--- src/core/see_defs.svh ---
// Purpose: Offsets, field positions, reset values and vector offsets
// Assumes: Included by the exception entry unit files
// Notes: Byte addresses on the register bus
`ifndef SEE_DEFS_SVH
`define SEE_DEFS_SVH

// ****************************************
// Register byte offsets
// ****************************************
`define SEE_OFF_STATUS 8'h00
`define SEE_OFF_RETPTR 8'h04
`define SEE_OFF_VBASE 8'h08
`define SEE_OFF_CTRL 8'h0c
`define SEE_OFF_CAUSE 8'h10

// ****************************************
// Status, control, cause and return pointer field positions
// ****************************************
`define SEE_B_ARITH 0
`define SEE_B_COPRO 1
`define SEE_B_PMODE 2
`define SEE_B_INTEN 3
`define SEE_B_STSEL 4
`define SEE_B_SAVED 8
`define SEE_B_HOLD 0
`define SEE_B_BUSY 8
`define SEE_B_RETFLAG 30

// ****************************************
// Reset values, vector offsets and bus response codes
// ****************************************
`define SEE_RST_VBASE 32'h0000_0000
`define SEE_RST_STATUS 5'h00
`define SEE_VEC_UNDEF 32'h0000_0020
`define SEE_VEC_ALIGN 32'h0000_0030
`define SEE_VEC_PRIV 32'h0000_0100
`define SEE_RESP_OKAY 2'h0
`define SEE_RESP_SLVERR 2'h2

`endif

--- src/core/see_pkg.sv ---
// Purpose: Types shared by the exception entry unit
// Assumes: Nothing beyond the defs header
// Notes: Kind codes come from the core decoder
`default_nettype none
package see_pkg;

  // ****************************************
  // Instruction class from the decoder
  // ****************************************
  typedef enum logic [3:0] {
    KIND_OTHER, KIND_LDH, KIND_UNSIGNED_HALF_LOAD, KIND_STH, KIND_LD, KIND_ST,
    KIND_LOCK, KIND_UNLOCK, KIND_RTE, KIND_MOVE_TO_CTRL_REG, KIND_STATUS_BIT_SET, KIND_STATUS_BIT_CLEAR
  } see_kind_e;

  // Last accepted cause
  typedef enum logic [1:0] {
    CAUSE_NONE, CAUSE_UNDEF, CAUSE_ALIGN, CAUSE_PRIV
  } see_cause_e;

  // Entry and return sequencer
  typedef enum logic [1:0] {
    ST_IDLE, ST_SAVE, ST_VEC, ST_RET
  } see_state_e;

endpackage
`default_nettype wire

--- src/core/see_exc_unit.sv ---
// Purpose: Synchronous exception entry and return sequencer
// Assumes: Pipeline holds the decoded instruction while stall is high
// Notes: Registers reached over AXI4-Lite
`include "see_defs.svh"
`default_nettype none
module see_exc_unit #(
  parameter int OPC_W = 8,
  parameter logic [(1<<OPC_W)-1:0] IMPL_MASK = '1
) (
  input wire logic aclk, // Core clock
  input wire logic aresetn, // Sync reset, active low
  input wire logic instr_valid, // Decoded instruction present
  input wire logic [OPC_W-1:0] instr_opcode, // Opcode field
  input wire see_pkg::see_kind_e instr_kind, // Instruction class
  input wire logic [31:0] instr_pc, // Instruction address
  input wire logic [1:0] mem_addr_lo, // Access address low bits
  input wire logic ext_irq_req, // External interrupt request
  output logic instr_kill, // Do not execute this instruction
  output logic mem_suppress, // Block its memory access
  output logic irq_take, // Interrupt may be accepted now
  output logic core_stall, // Hold pipeline, sequence running
  output logic redirect_valid, // Fetch from redirect_pc
  output logic [31:0] redirect_pc, // New fetch address
  output logic user_mode, // Live processor mode
  output logic int_enable, // Live interrupt enable
  input wire logic [31:0] s_axi_awaddr, // Write address
  input wire logic s_axi_awvalid, // Write address valid
  output logic s_axi_awready, // Write address ready
  input wire logic [31:0] s_axi_wdata, // Write data
  input wire logic [3:0] s_axi_wstrb, // Byte strobes
  input wire logic s_axi_wvalid, // Write data valid
  output logic s_axi_wready, // Write data ready
  output logic [1:0] s_axi_bresp, // Write response
  output logic s_axi_bvalid, // Write response valid
  input wire logic s_axi_bready, // Write response ready
  input wire logic [31:0] s_axi_araddr, // Read address
  input wire logic s_axi_arvalid, // Read address valid
  output logic s_axi_arready, // Read address ready
  output logic [31:0] s_axi_rdata, // Read data
  output logic [1:0] s_axi_rresp, // Read response
  output logic s_axi_rvalid, // Read data valid
  input wire logic s_axi_rready // Read data ready
);

  // ****************************************
  // Declarations
  // ****************************************
  see_pkg::see_state_e state_q, state_d;
  see_pkg::see_cause_e cause_q, cause_d;
  logic [31:0] fpc_q, fpc_d;
  logic [31:0] redir_q, redir_d;
  logic [4:0] live_q, live_d; // arith, copro, mode, ie, stsel
  logic [4:0] saved_q, saved_d;
  logic [31:0] retptr_q, retptr_d;
  logic [31:0] vbase_q, vbase_d;
  logic vb_lock_q, vb_lock_d;
  logic hold_q, hold_d;
  logic aw_hold_q, aw_hold_d;
  logic [7:0] aw_addr_q, aw_addr_d;
  logic w_hold_q, w_hold_d;
  logic [31:0] w_data_q, w_data_d;
  logic [3:0] w_strb_q, w_strb_d;
  logic bvalid_q, bvalid_d;
  logic [1:0] bresp_q, bresp_d;
  logic rvalid_q, rvalid_d;
  logic [1:0] rresp_q, rresp_d;
  logic [31:0] rdata_q, rdata_d;
  logic f_undef;
  logic f_align;
  logic f_priv;
  logic any_fault;
  logic idle;
  logic rte_go;
  logic wr_go;
  logic [31:0] status_rd;

  // Merge a write with its byte strobes
  function automatic logic [31:0] see_merge(input logic [31:0] old, input logic [31:0] nw,
                                            input logic [3:0] strb);
    logic [31:0] res;
    res = old;
    for (int i = 0; i < 4; i++) begin
      if (strb[i]) begin
        res[i*8 +: 8] = nw[i*8 +: 8];
      end
    end
    return res;
  endfunction

  // ****************************************
  // Fault detection
  // ****************************************
  see_fault_check #(
    .OPC_W(OPC_W),
    .IMPL_MASK(IMPL_MASK)
  ) u_check (
    .valid(instr_valid && idle),
    .opcode(instr_opcode),
    .kind(instr_kind),
    .addr_lo(mem_addr_lo),
    .user_mode(live_q[`SEE_B_PMODE]),
    .bus_hold(hold_q),
    .undef(f_undef),
    .misalign(f_align),
    .priv(f_priv)
  );

  // Pipeline-facing handshakes
  assign idle = state_q == see_pkg::ST_IDLE;
  assign any_fault = f_undef || f_align || f_priv;
  assign rte_go = instr_valid && idle && !any_fault && instr_kind == see_pkg::KIND_RTE;
  assign instr_kill = any_fault;
  assign mem_suppress = f_align;
  // Fault always outranks a pending interrupt
  assign irq_take = ext_irq_req && live_q[`SEE_B_INTEN] && idle && !any_fault && !rte_go;
  assign core_stall = !idle;
  assign redirect_valid = state_q == see_pkg::ST_VEC || state_q == see_pkg::ST_RET;
  assign redirect_pc = redir_q;
  assign user_mode = live_q[`SEE_B_PMODE];
  assign int_enable = live_q[`SEE_B_INTEN];

  // ****************************************
  // Register bus handshakes
  // ****************************************
  // One write and one read in flight; no overlap hazards
  assign s_axi_awready = !aw_hold_q && !bvalid_q;
  assign s_axi_wready = !w_hold_q && !bvalid_q;
  assign s_axi_arready = !rvalid_q;
  assign s_axi_bvalid = bvalid_q;
  assign s_axi_bresp = bresp_q;
  assign s_axi_rvalid = rvalid_q;
  assign s_axi_rresp = rresp_q;
  assign s_axi_rdata = rdata_q;
  assign wr_go = aw_hold_q && w_hold_q && !bvalid_q;
  assign status_rd = {19'h0, saved_q, 3'h0, live_q};

  // Bus slave next state
  always_comb begin
    aw_hold_d = aw_hold_q;
    aw_addr_d = aw_addr_q;
    w_hold_d = w_hold_q;
    w_data_d = w_data_q;
    w_strb_d = w_strb_q;
    bvalid_d = bvalid_q;
    bresp_d = bresp_q;
    rvalid_d = rvalid_q;
    rresp_d = rresp_q;
    rdata_d = rdata_q;
    if (s_axi_awvalid && s_axi_awready) begin
      aw_hold_d = 1'b1;
      aw_addr_d = s_axi_awaddr[7:0];
    end
    if (s_axi_wvalid && s_axi_wready) begin
      w_hold_d = 1'b1;
      w_data_d = s_axi_wdata;
      w_strb_d = s_axi_wstrb;
    end
    if (wr_go) begin
      aw_hold_d = 1'b0;
      w_hold_d = 1'b0;
      bvalid_d = 1'b1;
      bresp_d = (aw_addr_q <= `SEE_OFF_CTRL && aw_addr_q[1:0] == 2'h0) ? `SEE_RESP_OKAY : `SEE_RESP_SLVERR;
    end else if (bvalid_q && s_axi_bready) begin
      bvalid_d = 1'b0;
    end
    if (s_axi_arvalid && s_axi_arready) begin
      rvalid_d = 1'b1;
      rresp_d = `SEE_RESP_OKAY;
      case (s_axi_araddr[7:0])
        `SEE_OFF_STATUS: rdata_d = status_rd;
        `SEE_OFF_RETPTR: rdata_d = retptr_q;
        `SEE_OFF_VBASE: rdata_d = vbase_q;
        `SEE_OFF_CTRL: rdata_d = {31'h0, hold_q};
        `SEE_OFF_CAUSE: rdata_d = {23'h0, !idle, 6'h0, cause_q};
        default: begin
          rdata_d = 32'h0000_0000;
          rresp_d = `SEE_RESP_SLVERR;
        end
      endcase
    end else if (rvalid_q && s_axi_rready) begin
      rvalid_d = 1'b0;
    end
  end

  // Bus slave registers
  always_ff @(posedge aclk) begin
    if (!aresetn) begin
      aw_hold_q <= 1'b0;
      aw_addr_q <= 8'h00;
      w_hold_q <= 1'b0;
      w_data_q <= 32'h0000_0000;
      w_strb_q <= 4'h0;
      bvalid_q <= 1'b0;
      bresp_q <= `SEE_RESP_OKAY;
      rvalid_q <= 1'b0;
      rresp_q <= `SEE_RESP_OKAY;
      rdata_q <= 32'h0000_0000;
    end else begin
      aw_hold_q <= aw_hold_d;
      aw_addr_q <= aw_addr_d;
      w_hold_q <= w_hold_d;
      w_data_q <= w_data_d;
      w_strb_q <= w_strb_d;
      bvalid_q <= bvalid_d;
      bresp_q <= bresp_d;
      rvalid_q <= rvalid_d;
      rresp_q <= rresp_d;
      rdata_q <= rdata_d;
    end
  end

  // ****************************************
  // Status, pointer and entry sequencer
  // ****************************************
  // Software writes first; the sequencer overrides in the same cycle
  always_comb begin
    logic [31:0] m;
    m = 32'h0000_0000;
    state_d = state_q;
    cause_d = cause_q;
    fpc_d = fpc_q;
    redir_d = redir_q;
    live_d = live_q;
    saved_d = saved_q;
    retptr_d = retptr_q;
    vbase_d = vbase_q;
    vb_lock_d = vb_lock_q;
    hold_d = hold_q;
    if (wr_go) begin
      case (aw_addr_q)
        `SEE_OFF_STATUS: begin
          m = see_merge(status_rd, w_data_q, w_strb_q);
          live_d = m[4:0];
          saved_d = m[`SEE_B_SAVED +: 5];
        end
        `SEE_OFF_RETPTR: retptr_d = see_merge(retptr_q, w_data_q, w_strb_q);
        `SEE_OFF_VBASE: begin
          // Base may be moved only once per reset
          if (!vb_lock_q) begin
            vbase_d = see_merge(vbase_q, w_data_q, w_strb_q);
            vb_lock_d = 1'b1;
          end
        end
        `SEE_OFF_CTRL: begin
          if (w_strb_q[0]) begin
            hold_d = w_data_q[`SEE_B_HOLD];
          end
        end
        default: hold_d = hold_q;
      endcase
    end
    case (state_q)
      see_pkg::ST_IDLE: begin
        if (f_undef) begin
          cause_d = see_pkg::CAUSE_UNDEF;
          fpc_d = instr_pc;
          state_d = see_pkg::ST_SAVE;
        end else if (f_align) begin
          cause_d = see_pkg::CAUSE_ALIGN;
          fpc_d = instr_pc;
          state_d = see_pkg::ST_SAVE;
        end else if (f_priv) begin
          cause_d = see_pkg::CAUSE_PRIV;
          fpc_d = instr_pc;
          state_d = see_pkg::ST_SAVE;
        end else if (rte_go) begin
          // Resume at the aligned word holding the faulting op
          redir_d = {retptr_q[31], 1'b0, retptr_q[29:2], 2'h0};
          live_d = saved_q;
          state_d = see_pkg::ST_RET;
        end
      end
      see_pkg::ST_SAVE: begin
        saved_d = live_q;
        live_d = {live_q[`SEE_B_STSEL], 4'h0};
        // Faulting address itself, bit 30 marks a halfword slot
        retptr_d = {fpc_q[31], fpc_q[1], fpc_q[29:0]};
        case (cause_q)
          see_pkg::CAUSE_UNDEF: redir_d = vbase_q + `SEE_VEC_UNDEF;
          see_pkg::CAUSE_ALIGN: redir_d = vbase_q + `SEE_VEC_ALIGN;
          default: redir_d = vbase_q + `SEE_VEC_PRIV;
        endcase
        state_d = see_pkg::ST_VEC;
      end
      // Branch issued only after backups and pointer settle
      see_pkg::ST_VEC: state_d = see_pkg::ST_IDLE;
      see_pkg::ST_RET: state_d = see_pkg::ST_IDLE;
      default: state_d = see_pkg::ST_IDLE;
    endcase
  end

  // Sequencer and software-visible registers
  always_ff @(posedge aclk) begin
    if (!aresetn) begin
      state_q <= see_pkg::ST_IDLE;
      cause_q <= see_pkg::CAUSE_NONE;
      fpc_q <= 32'h0000_0000;
      redir_q <= 32'h0000_0000;
      live_q <= `SEE_RST_STATUS;
      saved_q <= `SEE_RST_STATUS;
      retptr_q <= 32'h0000_0000;
      vbase_q <= `SEE_RST_VBASE;
      vb_lock_q <= 1'b0;
      hold_q <= 1'b0;
    end else begin
      state_q <= state_d;
      cause_q <= cause_d;
      fpc_q <= fpc_d;
      redir_q <= redir_d;
      live_q <= live_d;
      saved_q <= saved_d;
      retptr_q <= retptr_d;
      vbase_q <= vbase_d;
      vb_lock_q <= vb_lock_d;
      hold_q <= hold_d;
    end
  end

endmodule // see_exc_unit
`default_nettype wire

--- src/core/see_fault_check.sv ---
// Purpose: Combinational detection of the three synchronous faults
// Assumes: Inputs come from the decode stage on the same clock
// Notes: Undefined check looks at the opcode field alone
`default_nettype none
module see_fault_check #(
  parameter int OPC_W = 8,
  parameter logic [(1<<OPC_W)-1:0] IMPL_MASK = '1
) (
  input wire logic valid, // Decoded instruction present
  input wire logic [OPC_W-1:0] opcode, // Opcode field only
  input wire see_pkg::see_kind_e kind, // Instruction class
  input wire logic [1:0] addr_lo, // Low bits of access address
  input wire logic user_mode, // Processor in user mode
  input wire logic bus_hold, // Locked-sequence flag
  output logic undef, // Unimplemented opcode
  output logic misalign, // Misaligned access
  output logic priv // Privileged op in user mode
);

  logic half_op;
  logic word_op;
  logic half_bad;
  logic word_bad;
  logic priv_op;

  // ****************************************
  // Classification
  // ****************************************
  // Opcode mask lookup; other fields never enter here
  assign undef = valid && !IMPL_MASK[opcode];
  assign half_op = kind == see_pkg::KIND_LDH || kind == see_pkg::KIND_UNSIGNED_HALF_LOAD || kind == see_pkg::KIND_STH;
  // Unlock with the hold flag clear skips the check
  assign word_op = kind == see_pkg::KIND_LD || kind == see_pkg::KIND_ST || kind == see_pkg::KIND_LOCK
    || (kind == see_pkg::KIND_UNLOCK && bus_hold);
  assign half_bad = addr_lo[0];
  assign word_bad = addr_lo != 2'h0;
  assign priv_op = kind == see_pkg::KIND_RTE || kind == see_pkg::KIND_MOVE_TO_CTRL_REG
    || kind == see_pkg::KIND_STATUS_BIT_SET || kind == see_pkg::KIND_STATUS_BIT_CLEAR;

  // Undefined opcode masks the class-based checks
  assign misalign = valid && !undef && ((half_op && half_bad) || (word_op && word_bad));
  assign priv = valid && !undef && priv_op && user_mode;

endmodule // see_fault_check
`default_nettype wire

--- config.mk ---
export PLATFORM = sky130hd
export DESIGN_NAME = see_exc_unit
export DESIGN_NICKNAME = d
export VERILOG_FILES = /design/src/core/see_pkg.sv /design/src/core/see_exc_unit.sv /design/src/core/see_fault_check.sv
export VERILOG_INCLUDE_DIRS = /design/src /design/src/core
export SDC_FILE = /design/constraint.sdc
export NUM_CORES = 1
export LEC_CHECK = 0
export BUFFER_PORTS_ARGS = -buffer_cell sky130_fd_sc_hd__buf_4
export CAP_MARGIN = 20
export CORE_ASPECT_RATIO = 1.2
export CORE_MARGIN = 2
export CORE_UTILIZATION = 51
export DETAILED_ROUTE_END_ITERATION = 12
export PLACE_DENSITY = 0.82
export SETUP_SLACK_MARGIN = 0.4
export SLEW_MARGIN = 40
export SYNTH_ARGS = -nofsm -noshare
export SYNTH_HDL_FRONTEND = slang
export SYNTH_SLANG_ARGS = --single-unit
--- constraint.sdc ---
create_clock -name aclk -period 3.1 [get_ports aclk]
set_input_delay 0.62 -clock aclk [delete_from_list [all_inputs] [get_ports aclk]]
set_output_delay 0.62 -clock aclk [all_outputs]
set_load 0.01 [all_outputs]
# --- Yosys cells after proc, flatten, opt, wreduce, memory -nomap -nowiden ---
# Memories as Yosys holds them, arrays and structs flattened.
# Cells that the tools add are included.
totals:
  out_inout_bits: 80
  ff_bits: 228
  romBits: 256
  elab_cells: 185
  input_bits: 155
  mem_count: 1
op_classes:
  bitwise: 2
  n_reduce_logical: 78
  n_addsub: 3
  mux: 44
  magnitude_cmp: 2
  eq_ne: 28
memory_table:
  columns: ["name", "words", "width", "read_ports", "rd_ports_with_merged_regs", "wr", "line", "text"]
  rows:
  - ["(no name shown)", 256, 1, 1, 0, 0, "see_fault_check.sv:30", "assign undef = valid && !IMPL_MASK[opcode];"]
ops:
  columns: ["cell", "n"]
  rows:
  - ["$mux 32", 10]
  - ["$pmux 32 s5", 1]
  - ["$pmux 32 s2", 2]
  - ["$add 32x6->32 const B", 2]
  - ["$mux 5", 11]
  - ["$add 32x9->32 const B", 1]
  - ["$eq 8x4->1 const B", 4]
  - ["$mux 8", 4]
  - ["$logic_and 1x1->1", 25]
  - ["$reduce_bool 2->1", 11]
  - ["$mux 2", 9]
  - ["$reduce_and 3->1", 6]
  - ["$eq 4x3->1 const B", 4]
  - ["$eq 4x4->1 const B", 4]
  - ["$eq 8x3->1 const B", 2]
  - ["$logic_not 8->1", 2]
  - ["$reduce_and 4->1", 4]
  - ["$logic_or 1x1->1", 12]
  - ["$pmux 5 s2", 1]
  - ["$logic_not 1->1", 9]
  - ["$lt 8x9->1 const B", 1]
  - ["$eq 4x2->1 const B", 2]
  - ["$eq 8x5->1 const B", 1]
  - ["$le 8x4->1 const B", 1]
  - ["15 further kinds", 28]

# --- Depth between registers and ports, before layout ---
# Gate-level depths: netlist of the first run.
depth:
  ltp_word: 17
  mapped_depth: 9
  ltp_nobuf: 7

# --- Cells and area by module ---
# A second synthesis of the first run with hierarchy kept.
unflattened:
  hier_cells: 1368
  area_unflattened_um2: 10596.4
modules_own_cells:
  columns: ["module", "n_inst", "area_each_um2", "cells_per_inst"]
  rows:
  - ["see_exc_unit", 1, 10533.9, 1360]
  - ["see_fault_check", 1, 62.6, 8]

# --- Worst setup path after synthesis of the first run ---
# No wires, ideal clock.
synth_timing:
  path_kind: "input -> register"
  start: "in s_axi_araddr[1]"
  end: "reg rdata_q[21] (netlist: s_axi_rdata[21])"
  required_time_ns: 3.026
  path_stages: 7
  setup_time_ns: 0.074
  slack_ns: 0.782
  n_path_buf: 3
  t_arrival_ns: 2.244
  path_cell_list: "or4_1 -> clkbuf_1 -> nor4b_1 -> buf_2 -> buf_2 -> a22oi_1 -> o21ai_0"
synth_between:
  elab_chain_cells: 2
synth_rtl:
  columns: ["item", "line", "text"]
  rows:
  - ["from (decl)", "see_exc_unit.sv:36", "input wire logic [31:0] s_axi_araddr,"]
  - ["$eq 8x5->1, or another cell as far along", "see_exc_unit.sv:169", "case (s_axi_araddr[7:0])"]
  - ["$pmux 32 s5 *", "see_exc_unit.sv:169", null]
  - ["to (signal assigned)", "see_exc_unit.sv:208", "rdata_q <= rdata_d;"]
  - ["to (decl)", "see_exc_unit.sv:67", "logic [31:0] rdata_q, rdata_d;"]
# Mark *: on every way between the ends. The rest lies on a longest branch, timed or not.
# A chain may end at the register's enable or synchronous reset.

# --- Worst setup path in the final report of the first run ---
layout_timing:
  start: "reg state_q[0]"
  end: "out irq_take"
layout_between:
  elab_chain_cells: 13
layout_rtl:
  columns: ["item", "line", "text"]
  rows:
  - ["from (decl)", "see_exc_unit.sv:48", "see_pkg::see_state_e state_q, state_d;"]
  - ["from (signal assigned)", "see_exc_unit.sv:295", "state_q <= see_pkg::ST_IDLE;"]
  - ["from (signal assigned)", "see_exc_unit.sv:306", "state_q <= state_d;"]
  - ["$logic_not 2->1 *", "see_exc_unit.sv:109", "assign idle = state_q == see_pkg::ST_IDLE;"]
  - ["$logic_and 1x1->1", "see_exc_unit.sv:97, see_exc_unit.sv:111", null]
  - ["$logic_and 1x1->1", "see_fault_check.sv:30", null]
  - ["$logic_not 1->1", "see_fault_check.sv:41, see_fault_check.sv:42", null]
  - ["$logic_and 1x1->1", "see_fault_check.sv:41, see_fault_check.sv:42", null]
  - ["$logic_and 1x1->1 (on tied branches)", "see_fault_check.sv:41, see_fault_check.sv:42", null]
  - ["$logic_or 1x1->1 / $logic_and 1x1->1 (equally long branches)", "see_exc_unit.sv:110, see_fault_check.sv:42", null]
  - ["$logic_or 1x1->1", "see_exc_unit.sv:110", "assign any_fault = f_undef || f_align || f_priv;"]
  - ["$logic_not 1->1", "see_exc_unit.sv:111, see_exc_unit.sv:115", null]
  - ["$logic_and 1x1->1 (2 in a row)", "see_exc_unit.sv:111", "assign rte_go = instr_valid && idle && !any_fault && instr_kind == see_pkg::KIND_RTE;"]
  - ["$logic_not 1->1", "see_exc_unit.sv:115", "assign irq_take = ext_irq_req && live_q[`SEE_B_INTEN] && idle && !any_fault && !rte_go;"]
  - ["$logic_and 1x1->1 *", "see_exc_unit.sv:115", null]
  - ["to (decl)", "see_exc_unit.sv:20", "output logic irq_take,"]
# Marked as above.

==> results by group, run 1 <==
Logic synthesis
  – Compound-gate portion of the synthesized area: 21.8%
  – Seq/Total Area, Yosys: 42.7%
  – Primary FF master, synth: dfxtp_1
  – Async S/R FF share, synth: 0%
  – Post-Synth XOR/XNOR Area: less than 1%
  – Distinct cells, synth: 69
  – Synth Instances: 1315
  – Multiplexer share of the synthesized area: 6.71%
  – Post-synth EDFFs: 0
  – Cell area after synthesis: between 0.01 and 0.015 mm2
  – Yosys warns: 0
  – Yosys top cell by area: dfxtp_1
  – Syn avg cell area: roughly 8.0 um2
  – Synthesized flop and latch total: approximately 230
  – Cell types occupying the most area after synthesis: dfxtp_1, nand2_1, a21oi_1, mux2i_1, o21ai_0
  – Area share of the largest cell type after synthesis: a little over two fifths
  – Adder-cell share of the synthesized area: less than 1%
  – Largest family of logic cells by synthesized area: simple AND/OR/NAND/NOR gates
  – Post-Synth Simple-Gate Area: about 22%

STA
  – Layout Skew: 0.0133 ns
  – Final setup fails: 0
  – Final hold vios: 0
  – Unrepaired setup endpoints after global routing: false
  – Max-slew violation count: 0
  – Hold_ws: 0.292 ns
  – Final min period: between 2 and 3 ns
  – Setup_tns: 0 ns
  – Worst Tran Pin Value: 0.646 ns
  – Crit share post-route: 84.2%
  – Fmax: 383 MHz
  – Relative slew slack: 57.0%

Clock network
  – CTS max path bufs: 3
  – Clock Sinks: 225
  – Root cell of the clock tree: clkbuf_16
  – CTS HTree Levels: 1
  – Clock-pin slew on the worst setup and hold paths: 0.07 ns
  – CTS tree: yes
  – Total CTS buffers: 23
  – Clk_lat worst skew: 0.51 ns
  – CTS Hold Bufs: 0

Setup path
  – CP Data Required Time: ~2.5 ns
  – Crit Path Class: reg2out
  – Worst EP arrival: 1.99 ns
  – Setup crit end kind: output pin
  – Critical Path Fanout Max: 7
  – Critical Path Start Type: flip-flop

Status
  – Outcome: complete, no violations

Floorplan
  – Ports: 235
  – Initial Utilization: approximately 52%
  – Full die area: 0.0219 mm2
  – CORE AREA: 0.0203 mm2
  – DIE HEIGHT: 162 um
  – Die W: 135 um
  – Row count: 57

Global routing
  – GRT Residual Overflow: 0
  – Vias in the first global route: 10028
  – Gr usage total: slightly above 30%
  – Initial antenna violation count: 0
  – First-pass GRT wire length: 53700 um
  – Largest net degree at the start of global routing: 63

Layout
  – Most frequent cells in the layout: nand2_1, dfxtp_1, buf_4, a21oi_1, nor2_1
  – Cell area after layout: ~0.013 mm2
  – Post-route insts no fill: 1733
  – Syn-to-layout area delta: 22.8%
  – N_diodes: 0
  – Most common cell after layout, fill and taps aside: nand2_1
  – Nets: 1613
  – Share of cells above drive strength 1: between 10% and 20%

Routing
  – DR vias/cell: 6.18
  – WL final: approximately 34000 um
  – Vias: 10707
  – DRT iter0 DRCs: 1172
  – DR WL/cell: 19.9 um
  – DRT Pass-1 Iters: 5
  – Post-route antenna net violation count: 0
  – DRC Markers: 0

Run
  – Max Cap Viol: 0

Place
  – Placed Area: around 0.012 mm2
  – IO buf count: 175
  – Hpwl dp: 24300 um
  – GPL Wtd Cong: about 0.96
  – Placed Instances: 1690

Pwr
  – Power Density: about 500 mW/mm2
  – Pwr Total: 6430 uW
  – Maximum vdd ir drop: between 0.4 and 0.5 mV
  – Lkg Pwr: 0.00484 uW

Min path
  – Hold Crit Class: in2reg
stage by stage:
stage / utilization, % / setup WS (ns)
6_report: 64.0 / 0.491
3_3_place_gp: 60.1 / 0.389
5_1_grt: 64.0 / 0.406
4_1_cts: 63.9 / 0.476
2_1_floorplan: - / 0.782
3_5_place_dp: 60.1 / 0.352
layer usage:
| metal | wire [um] | vias to the layer above | global-route usage [%] | part of all wire (%) |
|---|---|---|---|---|
| met5 | 0 | - | 0 | 0 |
| li1 | - | 4988 | - | - |
| met3 | 3430 | 101 | 3.45 | 9.9 |
| met1 | 13800 | 5008 | 42.6 | 40 |
| met4 | 1310 | 0 | 12.3 | 3.8 |
| met2 | 15900 | 610 | 48.9 | 46 |
power breakdown:
part | leakage (uW) | switching, uW | internal (uW)
clock | 0.000368 | 1170 | 1580
sequential | 0.00183 | 93.3 | 2990
combinational | 0.00265 | 339 | 255
critical path: stages, from the launching register on:
cell	delay [ns]
dfxtp_2	0.34
nor2_2	0.18
buf_4	0.19
nand4_1	0.19
o31ai_4	0.11
a41oi_1	0.09
and4_1	0.24
buf_4	0.14
path summary, 6_finish.rpt:
kind,start,end,depth (start not counted),slack (ns)
min reg2reg,s_axi_rdata[13],s_axi_rdata[13],2,0.46
max,state_q[0],irq_take,7,0.49
min,s_axi_rready,s_axi_rvalid,2,0.29
max reg2reg,vbase_q[5],redirect_pc[26],7,0.57
synthesized netlist by cell type, drive strengths merged, types with 20 or more instances:
| cell type | count |
|---|---|
| mux2i | 64 |
| nand2 | 268 |
| a311oi | 20 |
| clkbuf | 88 |
| o21ai | 76 |
| nor2 | 82 |
| buf | 23 |
| nor3 | 27 |
| a22oi | 25 |
| a21oi | 134 |
| nand3 | 34 |
| dfxtp | 225 |
area by class of cell:
type                            count  area [um2]
Clock buffer                       31         656
Clock inverter                     10        93.8
Fill cell                        1765        7290
Inverter                           18        70.1
Multi-Input combinational cell    962        5580
Sequential cell                   225        4510
Tap cell                          265         332
Timing Repair Buffer              222        1730
logic make-up after synthesis:
group | count (synthesis)
AOI/OAI and AO/OA | 362
xor gates and xnor gates | 10
adders and majority gates | 6
buffers and inverters | 129
DFF | 225
muxes | 70
other | 1
and+or+nand+nor | 512
registers in the layout, indices dropped and copies added, names as in the netlist, 2 cells and up:
register and cells:
fpc_q 31, w_strb_q 4, retptr_q 32, live_q 5, state_q 2, vbase_q 32, s_axi_rdata 32, cause_q 2
redirect_pc 32, saved_q 5, w_data_q 32, aw_addr_q 8
timing repair:
action,4_1_cts,5_1_grt
gates resized for setup,0,5
setup buffers,2,0
endpoints found under the setup margin,2,2
pin swaps,1,0
(Power assumes the default switching activity.)
==> run 2: changes to the inputs <==
- CORE_UTILIZATION: 51 -> 49
- clock period: 3.1 -> 2.2 ns (I/O delays scaled with it)
==> results by group, run 2 (synthesized netlist as in run 1, its figures left out) <==
Routing
  – DR vias/cell: 6.38 (was 6.18)
  – DRT iter0 DRCs: 1354 (was 1172)
  – Post-route antenna net violation count: 0 (unchanged)
  – Met2 Wirelength: 19800 um (was 15900 um)
  – WL met3: 4240 um (was 3430 um)
  – Top routing layer used: met4 (unchanged)
  – DRC Markers: 0 (unchanged)
  – DRT met1 WL: 15400 um (was 13800 um)
  – WL final: 41200 um (was 34400 um)
  – DRT Pass-1 Iters: 6 (was 5)
  – Vias: 11803 (was 10707)
  – DR WL/cell: 22.3 um (was 19.9 um)

Layout
  – Cell area after layout: 0.0155 mm2 (was 0.0130 mm2)
  – Nets: 1727 (was 1613)
  – Share of cells above drive strength 1: 38.3% (was 19.6%)
  – Syn-to-layout area delta: 46.6% (was 22.8%)
  – Most common cell after layout, fill and taps aside: buf_4 (was nand2_1)
  – Post-route insts no fill: 1851 (was 1733)
  – Most frequent cells in the layout: buf_4, nand2_1, dfxtp_1, a21oi_1, nor2_1 (was nand2_1, dfxtp_1, buf_4, a21oi_1, nor2_1)
  – N_diodes: 0 (unchanged)

Clock network
  – CTS max path bufs: 3 (unchanged)
  – Root cell of the clock tree: clkbuf_16 (unchanged)
  – CTS tree: yes (unchanged)
  – Clock Sinks: 225 (unchanged)
  – Total CTS buffers: 23 (unchanged)
  – CTS HTree Levels: 1 (unchanged)
  – Clk_lat worst skew: 0.52 ns (was 0.51 ns)
  – Clock-pin slew on the worst setup and hold paths: 0.07 ns (about the same)

STA
  – Hold_ws: 0.0937 ns (was 0.292 ns)
  – Fmax: 430 MHz
  – Final min period: 2.33 ns
  – Layout Skew: 0.0192 ns (was 0.0133 ns)
  – Worst Tran Pin Value: 0.692 ns (was 0.646 ns)
  – Relative slew slack: 53.6% (was 57.0%)
  – Unrepaired setup endpoints after global routing: true (was false)
  – Crit share post-route: 106%
  – Max-slew violation count: 0 (unchanged)
  – Final hold vios: 0 (unchanged)
  – Crit path setup slack, layout: -0.128 ns (was 0.491 ns)
  – Final setup fails: 2 (was 0)

Global routing
  – Vias in the first global route: 10563 (was 10028)
  – GRT Residual Overflow: 0 (unchanged)
  – First-pass GRT wire length: 58400 um (was 53700 um)
  – Largest net degree at the start of global routing: 50 (was 63)
  – Gr usage total: 32.0% (was 30.7%)
  – Initial antenna violation count: 1 (was 0)

Pwr
  – Maximum vdd ir drop: 0.868 mV (was 0.482 mV)
  – Power Density: 622 mW/mm2 (was 496 mW/mm2)
  – Pwr Total: 9620 uW (was 6430 uW)
  – Lkg Pwr: 0.00587 uW (was 0.00484 uW)

Setup path
  – CP Data Required Time: 1.76 ns (was 2.48 ns)
  – Worst setup startpoint: state_q[1] (was state_q[0])
  – Crit-path max cell delay: 0.36 ns (was 0.34 ns)
  – CP bufs+invs: 1 (was 2)
  – Worst path slowest cell: dfxtp_4 (was dfxtp_2)
  – Critical Path Fanout Max: 4 (was 7)
  – Crit Path Class: reg2out (unchanged)
  – CP top delay family: compound AO/OA/AOI/OAI gates (was simple AND/OR/NAND/NOR gates)
  – Reg-to-Reg Start: state_q[1] (was vbase_q[5])
  – Worst EP arrival: 1.89 ns (was 1.99 ns)
  – Worst path depth: 6 (was 7)
  – Setup crit end kind: output pin (unchanged)
  – Critical Path Start Type: flip-flop (unchanged)
  – Worst-case reg-to-reg path depth: 9 (was 7)
  – Cell Chain, Critical Path: nor2_4 > o2111ai_4 > o31ai_4 > a41oi_2 > and4_1 > buf_4 (was nor2_2 > buf_4 > nand4_1 > o31ai_4 > a41oi_1 > and4_1 > buf_4)

Place
  – GPL Wtd Cong: 0.996 (was 0.958)
  – Placement Setup Slack: 0.0582 ns (was 0.352 ns)
  – Placed Area: 0.0128 mm2 (was 0.0122 mm2)
  – IO buf count: 175 (unchanged)
  – Hpwl dp: 25400 um (was 24300 um)
  – Placed Instances: 1740 (was 1690)

Run
  – Max Cap Viol: 0 (unchanged)

Floorplan
  – Initial Utilization: 50.2% (was 52.1%)
  – Die W: 138 um (was 135 um)
  – Ports: 235 (unchanged)
  – DIE HEIGHT: 165 um (was 162 um)
  – Row count: 58 (was 57)
  – Full die area: 0.0227 mm2 (was 0.0219 mm2)
  – CORE AREA: 0.0210 mm2 (was 0.0203 mm2)

Min path
  – Hold Path Cell Cnt: 2 (unchanged)
  – Hold Crit Class: in2reg (unchanged)
  – Hold Path Origin: s_axi_rready (unchanged)

Status
  – Outcome: finished with violations (was complete, no violations)
  – Violations in the final reports: setup timing
## run 2: cell count changes in the layout (fill, tap and decap cells not counted), moves of 12 or more
cell,previous run,this run
a21oi_2,1,25
buf_6,0,28
buf_4,217,283
nand2_1,268,236
o21ai_1,1,29
nor2_1,80,65
a21oi_1,133,107
dfxtp_2,2,14
dfxtp_4,0,12
nand2_2,0,26
dfxtp_1,223,199
o21ai_0,75,40
nor2_4,0,12
## run 2: worst paths after layout
| kind | end | slack [ns] |
|---|---|---|
| worst max-delay path | irq_take | -0.13 |
| worst min-delay path | s_axi_rvalid | 0.09 |
| worst max register to register | fpc_q[1] | 0.12 |
| worst min register to register | s_axi_rdata[15] | 0.45 |
## run 2: cell type report
type	count	area (um2)
clock buffer	28	614
clock inverter	12	179
fill	1408	5570
inverter	18	81.3
multi-input combinational	962	6720
sequential	225	4570
tap	270	338
timing repair buffer	336	2980
## run 2: metal layers
metal	track usage (%)	up-vias
li1	-	5231
met1	40.9	5652
met2	54.3	764
met3	5.77	156
met4	12.1	0
met5	0	-
## run 2: report_power, final
part / total [uW] / switching (uW) / internal [uW]
combinational: 1110 / 603 / 511
sequential: 4350 / 150 / 4200
clock: 4160 / 1690 / 2470
total: 9620 / 2440 / 7180
## run 2: timing repair
| action | CTS | global route |
|---|---|---|
| hold buffers | 0 | 0 |
| gates cloned | 4 | 3 |
| setup endpoints to repair | 117 | 137 |
| resized for setup | 115 | 191 |
| pin swaps | 48 | 105 |
| setup buffers | 40 | 24 |
## run 2: through the flow
| step | util (%) | setup TNS, ns |
|---|---|---|
| detailed placement | 60.9 | 0 |
| finish | 73.5 | -0.243 |
| global route | 73.5 | -0.375 |
| global placement | 60.9 | 0 |
| CTS | 68.7 | -0.126 |
| floorplan | - | 0 |
